## config.mk

```make
export PLATFORM = sky130hd
export DESIGN_NAME = rbw_ctrl
export DESIGN_NICKNAME = d
export VERILOG_FILES = /design/src/pkg/rbw_pkg.sv /design/src/core/rbw_sync.sv /design/src/core/rbw_ctrl.sv
export SDC_FILE = /design/constraint.sdc
export NUM_CORES = 1
export LEC_CHECK = 0
export BUFFER_PORTS_ARGS = -buffer_cell sky130_fd_sc_hd__buf_2
export CAP_MARGIN = 20
export CELL_PAD_IN_SITES_DETAIL_PLACEMENT = 0
export CELL_PAD_IN_SITES_GLOBAL_PLACEMENT = 1
export CORE_AREA = 2 2 110 112
export CTS_BUF_LIST = sky130_fd_sc_hd__clkbuf_16
export DETAILED_ROUTE_END_ITERATION = 8
export DIE_AREA = 0 0 112 114
export MAX_ROUTING_LAYER = met4
export PLACE_DENSITY = 0.79
export SLEW_MARGIN = 20
export SYNTH_ARGS = -nofsm -noshare
export SYNTH_HDL_FRONTEND = slang
export SYNTH_SLANG_ARGS = --single-unit
export TNS_END_PERCENT = 5
```

## constraint.sdc

```tcl
create_clock -name i_core_clk -period 2.97 [get_ports i_core_clk]
set_input_delay 0.4455 -clock i_core_clk [delete_from_list [all_inputs] [get_ports i_core_clk]]
set_output_delay 0.4455 -clock i_core_clk [all_outputs]
set_load 0.01 [all_outputs]
```

## src/pkg/rbw_pkg.sv

```systemverilog
// package of constants and types for the reset, boot and watchdog control
package rbw_pkg;
	// boot sources after decode
	typedef enum logic [2:0] {
		RBW_BOOT_SPI_SLAVE,
		RBW_BOOT_SPI_MASTER,
		RBW_BOOT_FLASH8,
		RBW_BOOT_ROM,
		RBW_BOOT_RESERVED
	} rbw_boot_e;
	localparam logic [2:0] RBW_CFG3_SLAVE = 3'h0;
	localparam logic [2:0] RBW_CFG3_MASTER = 3'h1;
	localparam logic [2:0] RBW_CFG3_FLASH = 3'h2;
	localparam logic [2:0] RBW_CFG3_ROM = 3'h3;
	localparam logic [1:0] RBW_CFG2_SLAVE = 2'h0;
	localparam logic [1:0] RBW_CFG2_MASTER = 2'h1;
	localparam logic [1:0] RBW_CFG2_ROM = 2'h3;
	localparam int RBW_WDOG_W = 32;
	localparam logic [31:0] RBW_WDOG_RST_COUNT = 32'hffffffff;
	localparam logic [31:0] RBW_WDOG_TERMINAL = 32'h00000000;
	// length of generated reset pulses
	localparam int RBW_RST_PULSE_NS = 800;
	localparam int RBW_CLK_NS = 50;
	localparam logic [4:0] RBW_RST_PULSE_CYC =
		5'((RBW_RST_PULSE_NS + RBW_CLK_NS - 1) / RBW_CLK_NS);
endpackage

```

## src/core/rbw_sync.sv

```systemverilog
// two flip-flop synchroniser for a single pin level
`timescale 1ns/100ps
`default_nettype none
module rbw_sync
(
	input wire logic i_core_clk,
	input wire logic i_rst_b,
	input wire logic i_rst_val,
	input wire logic i_async,
	output logic o_sync
);
	logic meta_ff;
	logic sync_ff;
	logic [1:0] prime_ff;

	// first stage feeds only the second; all flops clear on reset
	always_ff @(posedge i_core_clk or negedge i_rst_b)
	begin
		if (!i_rst_b)
		begin
			meta_ff <= 1'b0;
			sync_ff <= 1'b0;
		end
		else
		begin
			meta_ff <= i_async;
			sync_ff <= meta_ff;
		end
	end

	// output stays quiet until the second stage holds a real pin sample,
	// so a pin that idles high gives no false request after reset
	always_ff @(posedge i_core_clk or negedge i_rst_b)
	begin
		if (!i_rst_b)
			prime_ff <= 2'h0;
		else
			prime_ff <= {prime_ff[0], 1'b1};
	end

	// high while the pin sits away from its idle level i_rst_val
	assign o_sync = prime_ff[1] & (sync_ff ^ i_rst_val);
endmodule
`default_nettype wire

```

## src/core/rbw_ctrl.sv

```systemverilog
// reset, boot-source and watchdog control block
//
// Functional notes
// - three-pin codes 000, 001, 010 pick slave spi, master spi, flash8.
// - three-pin code 011 runs from rom and any 1xx code is reserved.
// - two-pin codes 00, 01, 11 are slave, master, rom; 10 is reserved.
// - power-up boots from 8-bit external memory or spi master/slave.
// - a running reset resets core and peripherals only, with no boot.
// - the shared reset pin, pulled low from outside, starts one.
// - the watchdog is a 32-bit down counter expiring at its terminal.
// - watchdog expiry before a reload produces a system reset.
// - the watchdog reset hits the core and all peripherals; the code holds o_pll_rst_b and o_sdram_rst_b high for it too.
// - the watchdog drives its own reset output pin on expiry.
`timescale 1ns/100ps
`default_nettype none
module rbw_ctrl
(
	input wire logic i_core_clk,
	input wire logic i_rst_b,
	input wire logic i_pkg_short,
	input wire logic [2:0] i_boot_select_pins,
	input wire logic i_reset_out_running_reset_in,
	output logic o_reset_out_running_reset_out,
	output logic o_reset_out_running_reset_oe_b,
	input wire logic i_watchdog_clock_input,
	input wire logic i_wdog_load,
	input wire logic [31:0] i_wdog_count,
	input wire logic i_wdog_enable,
	input wire logic i_wdog_reload,
	output logic [31:0] o_wdog_value,
	output logic o_watchdog_reset_output,
	output logic [2:0] o_boot_mode,
	output logic o_boot_start,
	output logic o_core_rst_b,
	output logic o_periph_rst_b,
	output logic o_pll_rst_b,
	output logic o_sdram_rst_b
);
	// ************************************************************
	// pin synchronisers
	// ************************************************************
	logic runrst_pin_low;
	logic wdclk_s;
	logic wdclk_d_ff;
	logic wd_tick;

	// the shared pin idles high, so invert it into an active-high request
	rbw_sync u_sync_rr
	(
		.i_core_clk(i_core_clk),
		.i_rst_b(i_rst_b),
		.i_rst_val(1'b1),
		.i_async(i_reset_out_running_reset_in),
		.o_sync(runrst_pin_low)
	);

	rbw_sync u_sync_wd
	(
		.i_core_clk(i_core_clk),
		.i_rst_b(i_rst_b),
		.i_rst_val(1'b0),
		.i_async(i_watchdog_clock_input),
		.o_sync(wdclk_s)
	);

	// watchdog clock rising edge as an enable; pin must be slower than clk/2
	always_ff @(posedge i_core_clk or negedge i_rst_b)
	begin
		if (!i_rst_b)
			wdclk_d_ff <= 1'b0;
		else
			wdclk_d_ff <= wdclk_s;
	end
	assign wd_tick = wdclk_s & ~wdclk_d_ff;

	// ************************************************************
	// boot select capture and decode
	// ************************************************************
	logic boot_taken_ff;
	rbw_pkg::rbw_boot_e mode_ff;
	rbw_pkg::rbw_boot_e nxt_mode;
	logic boot_start_ff;
	logic [3:0] strap_meta_ff;
	logic [3:0] strap_sync_ff;
	logic [1:0] strap_age_ff;

	// straps are pins too, so they pass two flops before the decoder;
	// the age bits mark when the second stage holds a real sample
	always_ff @(posedge i_core_clk or negedge i_rst_b)
	begin
		if (!i_rst_b)
		begin
			strap_meta_ff <= 4'h0;
			strap_sync_ff <= 4'h0;
			strap_age_ff <= 2'h0;
		end
		else
		begin
			strap_meta_ff <= {i_pkg_short, i_boot_select_pins};
			strap_sync_ff <= strap_meta_ff;
			strap_age_ff <= {strap_age_ff[0], 1'b1};
		end
	end

	function automatic rbw_pkg::rbw_boot_e decode_boot(input logic s,
		input logic [2:0] p);
		rbw_pkg::rbw_boot_e m;
		m = rbw_pkg::RBW_BOOT_RESERVED;
		if (s)
		begin
			unique case (p[1:0])
				rbw_pkg::RBW_CFG2_SLAVE: m = rbw_pkg::RBW_BOOT_SPI_SLAVE;
				rbw_pkg::RBW_CFG2_MASTER: m = rbw_pkg::RBW_BOOT_SPI_MASTER;
				rbw_pkg::RBW_CFG2_ROM: m = rbw_pkg::RBW_BOOT_ROM;
				default: m = rbw_pkg::RBW_BOOT_RESERVED;
			endcase
		end
		else if (!p[2])
		begin
			unique case (p)
				rbw_pkg::RBW_CFG3_SLAVE: m = rbw_pkg::RBW_BOOT_SPI_SLAVE;
				rbw_pkg::RBW_CFG3_MASTER: m = rbw_pkg::RBW_BOOT_SPI_MASTER;
				rbw_pkg::RBW_CFG3_FLASH: m = rbw_pkg::RBW_BOOT_FLASH8;
				rbw_pkg::RBW_CFG3_ROM: m = rbw_pkg::RBW_BOOT_ROM;
				default: m = rbw_pkg::RBW_BOOT_RESERVED;
			endcase
		end
		return m;
	endfunction

	// straps are static, so one synchronised sample after release is safe
	assign nxt_mode = decode_boot(strap_sync_ff[3], strap_sync_ff[2:0]);

	// sample exactly once after power-up release, hold until next one
	always_ff @(posedge i_core_clk or negedge i_rst_b)
	begin
		if (!i_rst_b)
		begin
			boot_taken_ff <= 1'b0;
			mode_ff <= rbw_pkg::RBW_BOOT_RESERVED;
			boot_start_ff <= 1'b0;
		end
		else
		begin
			boot_start_ff <= 1'b0;
			if (!boot_taken_ff && strap_age_ff[1])
			begin
				boot_taken_ff <= 1'b1;
				mode_ff <= nxt_mode;
				// only a power-up release loads memory from a boot source
				boot_start_ff <= (nxt_mode != rbw_pkg::RBW_BOOT_ROM) &&
					(nxt_mode != rbw_pkg::RBW_BOOT_RESERVED);
			end
		end
	end
	assign o_boot_mode = mode_ff;
	assign o_boot_start = boot_start_ff;

	// ************************************************************
	// watchdog counter
	// ************************************************************
	logic [31:0] wd_load_ff;
	logic [31:0] wd_cnt_ff;
	logic wd_en_ff;
	logic wd_expire;

	// held count value; written before enabling
	always_ff @(posedge i_core_clk or negedge i_rst_b)
	begin
		if (!i_rst_b)
			wd_load_ff <= rbw_pkg::RBW_WDOG_RST_COUNT;
		else if (i_wdog_load)
			wd_load_ff <= i_wdog_count;
	end

	// a load or reload in the same cycle restarts the count, no expiry
	assign wd_expire = wd_en_ff && wd_tick && !i_wdog_reload &&
		!i_wdog_load &&
		(wd_cnt_ff == rbw_pkg::RBW_WDOG_TERMINAL + 32'h1);

	// reload wins over a tick; expiry clears the enable for one cycle, then it follows i_wdog_enable again
	always_ff @(posedge i_core_clk or negedge i_rst_b)
	begin
		if (!i_rst_b)
		begin
			wd_cnt_ff <= rbw_pkg::RBW_WDOG_RST_COUNT;
			wd_en_ff <= 1'b0;
		end
		else
		begin
			if (i_wdog_load)
				wd_cnt_ff <= i_wdog_count;
			else if (i_wdog_reload)
				wd_cnt_ff <= wd_load_ff;
			else if (wd_en_ff && wd_tick &&
				wd_cnt_ff != rbw_pkg::RBW_WDOG_TERMINAL)
				wd_cnt_ff <= wd_cnt_ff - 32'h1;
			if (wd_expire)
				wd_en_ff <= 1'b0;
			else
				wd_en_ff <= i_wdog_enable;
		end
	end
	assign o_wdog_value = wd_cnt_ff;

	// ************************************************************
	// reset pulse generation
	// ************************************************************
	logic [4:0] run_cnt_ff;
	logic [4:0] wd_cnt_rst_ff;
	logic run_busy;
	logic wd_busy;

	// running reset: pin request; reloads every cycle the pin is low, counts down after release
	always_ff @(posedge i_core_clk or negedge i_rst_b)
	begin
		if (!i_rst_b)
			run_cnt_ff <= 5'h0;
		else if (runrst_pin_low)
			run_cnt_ff <= rbw_pkg::RBW_RST_PULSE_CYC;
		else if (run_cnt_ff != 5'h0)
			run_cnt_ff <= run_cnt_ff - 5'h1;
	end

	// watchdog system reset pulse
	always_ff @(posedge i_core_clk or negedge i_rst_b)
	begin
		if (!i_rst_b)
			wd_cnt_rst_ff <= 5'h0;
		else if (wd_expire)
			wd_cnt_rst_ff <= rbw_pkg::RBW_RST_PULSE_CYC;
		else if (wd_cnt_rst_ff != 5'h0)
			wd_cnt_rst_ff <= wd_cnt_rst_ff - 5'h1;
	end

	assign run_busy = (run_cnt_ff != 5'h0);
	assign wd_busy = (wd_cnt_rst_ff != 5'h0);

	// running reset spares pll and sdram and never restarts boot
	assign o_core_rst_b = ~(run_busy | wd_busy);
	assign o_periph_rst_b = ~(run_busy | wd_busy);
	assign o_pll_rst_b = 1'b1;
	assign o_sdram_rst_b = 1'b1;
	assign o_watchdog_reset_output = wd_busy;

	// shared pin is driven low only for a watchdog reset, else released
	assign o_reset_out_running_reset_out = 1'b0;
	assign o_reset_out_running_reset_oe_b = ~wd_busy;
endmodule
`default_nettype wire

```

Word-level counts from Yosys, hierarchy flattened
Cells that the tools add are included.
W data, S select, Z words.
{"block": "word_totals", "ff_bits": 99, "latch_bits": 0, "ramBits": 0, "romBits": 0, "inputBits": 43, "output_inout_bits": 43, "word_cells": 68, "n_memories": 0}
{"block": "op_classes", "addsub": 3, "mul": 0, "n_div": 0, "order_cmp": 0, "n_eq_ne": 8, "shift": 0, "mux": 13, "bitwise_logic": 8, "reduce_logical": 18}
{"cell": "$mux W32", "n": 3}
{"cell": "$eq A32 B1 Y1 const B", "n": 1}
{"cell": "$reduce_bool A32 Y1", "n": 1}
{"cell": "$sub A32 B1 Y32 const B", "n": 1}
{"cell": "$mux W5", "n": 4}
{"cell": "$pmux W3 S4", "n": 1}
{"cell": "$reduce_bool A5 Y1", "n": 2}
{"cell": "$sub A5 B1 Y5 const B", "n": 2}
{"cell": "$pmux W3 S3", "n": 1}
{"cell": "$logic_and A1 B1 Y1", "n": 7}
{"cell": "$eq A3 B2 Y1 const B", "n": 2}
{"cell": "$mux W3", "n": 2}
{"cell": "$not A1 Y1", "n": 4}
{"cell": "$reduce_bool A2 Y1", "n": 2}
{"cell": "$and A1 B1 Y1", "n": 3}
{"cell": "$eq A3 B1 Y1 const B", "n": 1}
{"cell": "$logic_not A1 Y1", "n": 3}
{"cell": "$logic_not A3 Y1", "n": 1}
{"cell": "$ne A3 B2 Y1 const B", "n": 1}
{"cell": "$ne A3 B3 Y1 const B", "n": 1}
{"cell": "$reduce_bool A3 Y1", "n": 1}
{"cell": "$eq A2 B1 Y1 const B", "n": 1}
{"cell": "$eq A2 B2 Y1 const B", "n": 1}
{"cell": "$logic_not A2 Y1", "n": 1}
{"cell": "2 further kinds", "n": 3}

Longest topological paths before layout
{"block": "depth", "ltp_word": 7, "depth_mapped": 10}

By module
A second synthesis with hierarchy kept.
{"block": "unflattened", "cells_unflattened": 501, "area_unflattened_um2": 5151.2}
{"module": "rbw_ctrl", "n_inst": 1, "cells_each": 487, "area_per_inst_um2": 4913.5}
{"module": "rbw_sync", "n_inst": 2, "cells_each": 7, "area_per_inst_um2": 118.9}

Worst setup path before layout
OpenSTA, ideal clock, no wires.
{"block": "synth_timing", "path_kind": "reg-to-reg", "from": "register wd_cnt_ff[21], in the netlist o_wdog_value[21]", "to": "register wd_cnt_rst_ff[1]", "setup_time_ns": 0.133, "arrival_time_ns": 2.257, "t_required_ns": 2.837, "setup_slack_ns": 0.580, "path_stages_with_launch": 7, "n_path_buf": 1, "period_less_slack_ns": 2.390, "cell_sequence": "dfstp_2 or3_1 buf_2 or4_4 or4_4 nor3_4 a211oi_1"}
{"block": "synth_between", "elab_chain_len": 3, "elab_cells_between_ends": 4, "cone_classes": "eq/ne: 1; mux: 1; reduce/logical: 2"}
{"item": "start: declaration", "line_no": "rbw_ctrl.sv:163", "rtl": "logic [31:0] wd_cnt_ff;"}
{"item": "start signal: assignment", "line_no": "rbw_ctrl.sv:186", "rtl": "wd_cnt_ff <= rbw_pkg::RBW_WDOG_RST_COUNT;"}
{"item": "start signal: assignment", "line_no": "rbw_ctrl.sv:192", "rtl": "wd_cnt_ff <= i_wdog_count;"}
{"item": "start signal: assignment", "line_no": "rbw_ctrl.sv:194", "rtl": "wd_cnt_ff <= wd_load_ff;"}
{"item": "$eq A32 B1 Y1 (*)", "line_no": "rbw_ctrl.sv:179", "rtl": "(wd_cnt_ff == rbw_pkg::RBW_WDOG_TERMINAL + 32'h1);"}
{"item": "$logic_and A1 B1 Y1 (*)", "line_no": "rbw_ctrl.sv:178", "rtl": "!i_wdog_load &&"}
{"item": "$mux W5 or $reduce_bool A2 Y1 (tied branches)"}
{"item": "end signal: assignment", "line_no": "rbw_ctrl.sv:231", "rtl": "wd_cnt_rst_ff <= rbw_pkg::RBW_RST_PULSE_CYC;"}
{"item": "end signal: assignment", "line_no": "rbw_ctrl.sv:233", "rtl": "wd_cnt_rst_ff <= wd_cnt_rst_ff - 5'h1;"}
{"item": "end: declaration", "line_no": "rbw_ctrl.sv:210", "rtl": "logic [4:0] wd_cnt_rst_ff;"}
Mark *: on every way between the ends. The rest lies on a longest branch, timed or not.
A chain may end at the register's enable or synchronous reset.

Worst setup path in the final report
{"block": "layout_timing", "from": "register wd_cnt_ff[0], in the netlist o_wdog_value[0]", "to": "register wd_cnt_ff[27], in the netlist o_wdog_value[27]"}
{"block": "layout_between", "elab_chain_len": 4, "elab_cells_between_ends": 7, "cone_classes": "add/sub: 1; mux: 3; reduce/logical: 3"}
{"item": "$sub A32 B1 Y32", "line_no": "rbw_ctrl.sv:197", "rtl": "wd_cnt_ff <= wd_cnt_ff - 32'h1;"}
{"item": "$mux W32", "line_no": "rbw_ctrl.sv:195", "rtl": "else if (wd_en_ff && wd_tick &&"}
{"item": "$mux W32", "line_no": "rbw_ctrl.sv:193", "rtl": "else if (i_wdog_reload)"}
{"item": "$mux W32", "line_no": "rbw_ctrl.sv:191", "rtl": "if (i_wdog_load)"}
Parallel ways exist; a longest one is shown, timed or not. The select of a mux whose other input is x is not followed.

==> impl_metrics.yaml <==
sta:
  period_share_pct: 92.6
  tightest_slew_ns: 0.933
  drv_slew: 0
  finalCriticalPeriod_ns: 2.75
  slew_headroom_pct: 37.8
  rsz0062_at_grt: "false"
  fmax_ghz: 0.364
  hold_slack_ns: 0.118
  tns_ns: 0
  setup_viol: 0
  hold_viol: 0
  finClkSkew_ns: 0.00725
clock_network:
  clk_path_buf_depth: 2
  worstSkewPairLatency_ns: 0.35
  clock-root-buffer: "clkbuf_16"
  cts_made_buffers: 9
  cts_tree: "done"
  post_cts_resized: 0
  postCtsSetupRepairBufs: 0
  hold_buffers: 0
  h-tree-depth: 3
  clock-sinks: 95
  clk_pin_slew_ns: 0.07
worst_setup_path:
  cp.arrival_ns: 3.02
  crit_top_cell: "buf_4"
  cp_slowest_cell: "a21oi_2"
  reg2reg_depth: 10
  crit_chain: "inv_1 > ha_1 > nor4b_1 > buf_4 > nand2_1 > nor4_2 > a21oi_2 > buf_4 > a21oi_1 > a31oi_1"
  cp-start-kind: "flip-flop"
  max_stage_delay_ns: 0.71
  path_max_fanout: 16
  path_class: "reg2reg"
  end_kind: "flip-flop"
  worstPathRequired_ns: 3.24
drt:
  routed_via_density: 5.61
  post_drt_wl_per_cell_um: 17.5
  routed-via-count: 4014
  remaining_drc_errors: 0
  routed_wl_um: 12500
  drt_iter0_markers: 259
  ant_nets: 0
  drt-pass1-iter-count: 4
power_and_ir_drop:
  pwr-share-clk_pct: 32.7
  switching_share_pct: 29.1
  vdd_ir_drop_max_mv: 0.355
  power_density_nw_per_um2: 601
  leakagePower_uw: 0.00241
  combPwrFrac_pct: 18.8
  p_sw_uw: 1010
  power.internal_uw: 2450
  power_frac_seq_pct: 48.5
synth:
  synth_edf_count: 0
  synth_commonest_cells: "65 x dfstp_2, 42 x nand2_1, 41 x a21oi_1"
  ys_async_sr_fraction_pct: 100
  synthTopCellsByArea: "dfstp_2 35%, dfrtp_1 15%, mux2_2 4.9%"
  synth_top_area_share_pct: 35.2
  yosysWarnings: 0
  seq_area_frac_synth_pct: 50.6
  yosys.area.top_type: "dfstp_2"
  ys_types: 66
  syn_area_um2: 4860
  synth_ff_type: "dfstp_2"
  synth_area_per_cell_um2: 10.1
  synthCells: 483
  yosysMostFrequentCell: "dfstp_2"
  ys_seq_elements: 95
final_layout:
  seqCellArea_um2: 2460
  finalNetCount: 613
  areaGrowthSynthToFinish_pct: 18.4
  drive_above_1_share_pct: 36.9
  multiInputGateArea_um2: 2190
  n_antenna_cell: 0
  fillers: 1124
  final_area_um2: 5750
global_route:
  grt_pass1_vias: 4013
  overflow: 0
  grt_pass1_wl_um: 20500
  gr-usage-all-layers_pct: 20.7
  grt_max_degree: 54
  grt_antenna_before_repair: 0
die:
  die_y_um: 114
  num_rows: 40
  start_util_pct: 41.5
  core_region_area_um2: 11700
  ios: 86
  die-area_um2: 12800
  die_w_um: 112
worst_hold_path:
  hold_class: "in2async"
status:
  status: "finished clean"
placement:
  place_area_um2: 5460
  hpwl_um: 8600
  gp_congestion: 0.829
  port_buffers: 82
job:
  drv_cap: 0
==> logic make-up after synthesis <==
kind of cell	synth area share, %
XOR/XNOR	1.44
adder cells (fa/ha/maj)	1.55
other	0.155
AO/OA/AOI/OAI	19.6
AND/OR/NAND/NOR	16.8
flip-flops	50.6
buffers and inverters	4.59
multiplexers	5.28
==> layout make-up <==
| class | count | area share, % |
|---|---|---|
| Sequential cell | 95 | 42.8 |
| Clock buffer | 9 | 3.92 |
| Clock inverter | 7 | 1.07 |
| Timing Repair Buffer | 97 | 9.58 |
| Tap cell | 147 | 3.20 |
| Inverter | 22 | 1.44 |
| Multi-Input combinational cell | 339 | 38.0 |
==> path summary, 6_finish.rpt <==
check | startpoint | endpoint | slack, ns
max in group asynchronous | i_rst_b | wd_load_ff[18] | 2.09
max reg2reg | o_wdog_value[0] | o_wdog_value[27] | 0.22
min | i_rst_b | run_cnt_ff[4] | 0.12
min in group i_core_clk | i_reset_out_running_reset_in | u_sync_rr.meta_ff | 0.20
min reg2reg | strap_meta_ff[1] | strap_sync_ff[1] | 0.35
max | o_wdog_value[0] | o_wdog_value[27] | 0.22
==> registers in the layout (all words and copies together) (netlist names), 3 cells and up <==
name,flops
o_wdog_value,32
wd_load_ff,32
run_cnt_ff,5
wd_cnt_rst_ff,5
strap_meta_ff,4
strap_sync_ff,4
o_boot_mode,3
==> stage by stage <==
stage / util [%] / worst slack (ns) / total power, uW / cells
5_1_grt: 49.1 / 0.0446 / 3650 / 716
3_5_place_dp: 46.6 / 0.299 / 2350 / 700
6_report: 49.1 / 0.220 / 3460 / 716
2_1_floorplan: - / 0.580 / 2080 / 485
4_1_cts: 49.1 / 0.256 / 3490 / 716
3_3_place_gp: 46.6 / 0.324 / 2320 / 700
==> cells in the final DEF (no fill, tap or decap), types with 13 or more instances in the layout <==
cell type	netlist	routed
dfstp_2	65	65
buf_4	5	14
a21oi_1	41	40
buf_2	4	81
nor3_1	13	13
nor2_1	31	31
mux2_2	21	21
dfrtp_1	30	30
o21ai_0	30	30
inv_1	20	23
nand2_1	42	42
==> worst max-delay path: cells and delay by family, from the launching register on <==
kind / cells / cell delay (ns)
buf+inv: 3 / 0.52
compound gates: 3 / 0.94
fa+ha+maj: 1 / 0.24
simple gates: 3 / 0.38
flops: 1 / 0.59
==> layer usage <==
layer,share of wire (%),routed length (um),track usage [%],vias to the layer above
li1,-,-,-,1929
met2,47,5850,32.1,87
met3,4.2,527,3.24,11
met1,48,5980,28.1,1987
met4,1.2,155,6.99,0
met5,0,0,-,-
==> power groups by stage <==
stage | Combinational [uW] | Sequential, uW | Clock, uW
floorplan | 400 | 1680 | 0
global placement | 637 | 1680 | 0
detailed placement | 653 | 1690 | 0
CTS | 656 | 1670 | 1160
global route | 739 | 1700 | 1210
finish | 651 | 1680 | 1130
(Power assumes the default switching activity.)
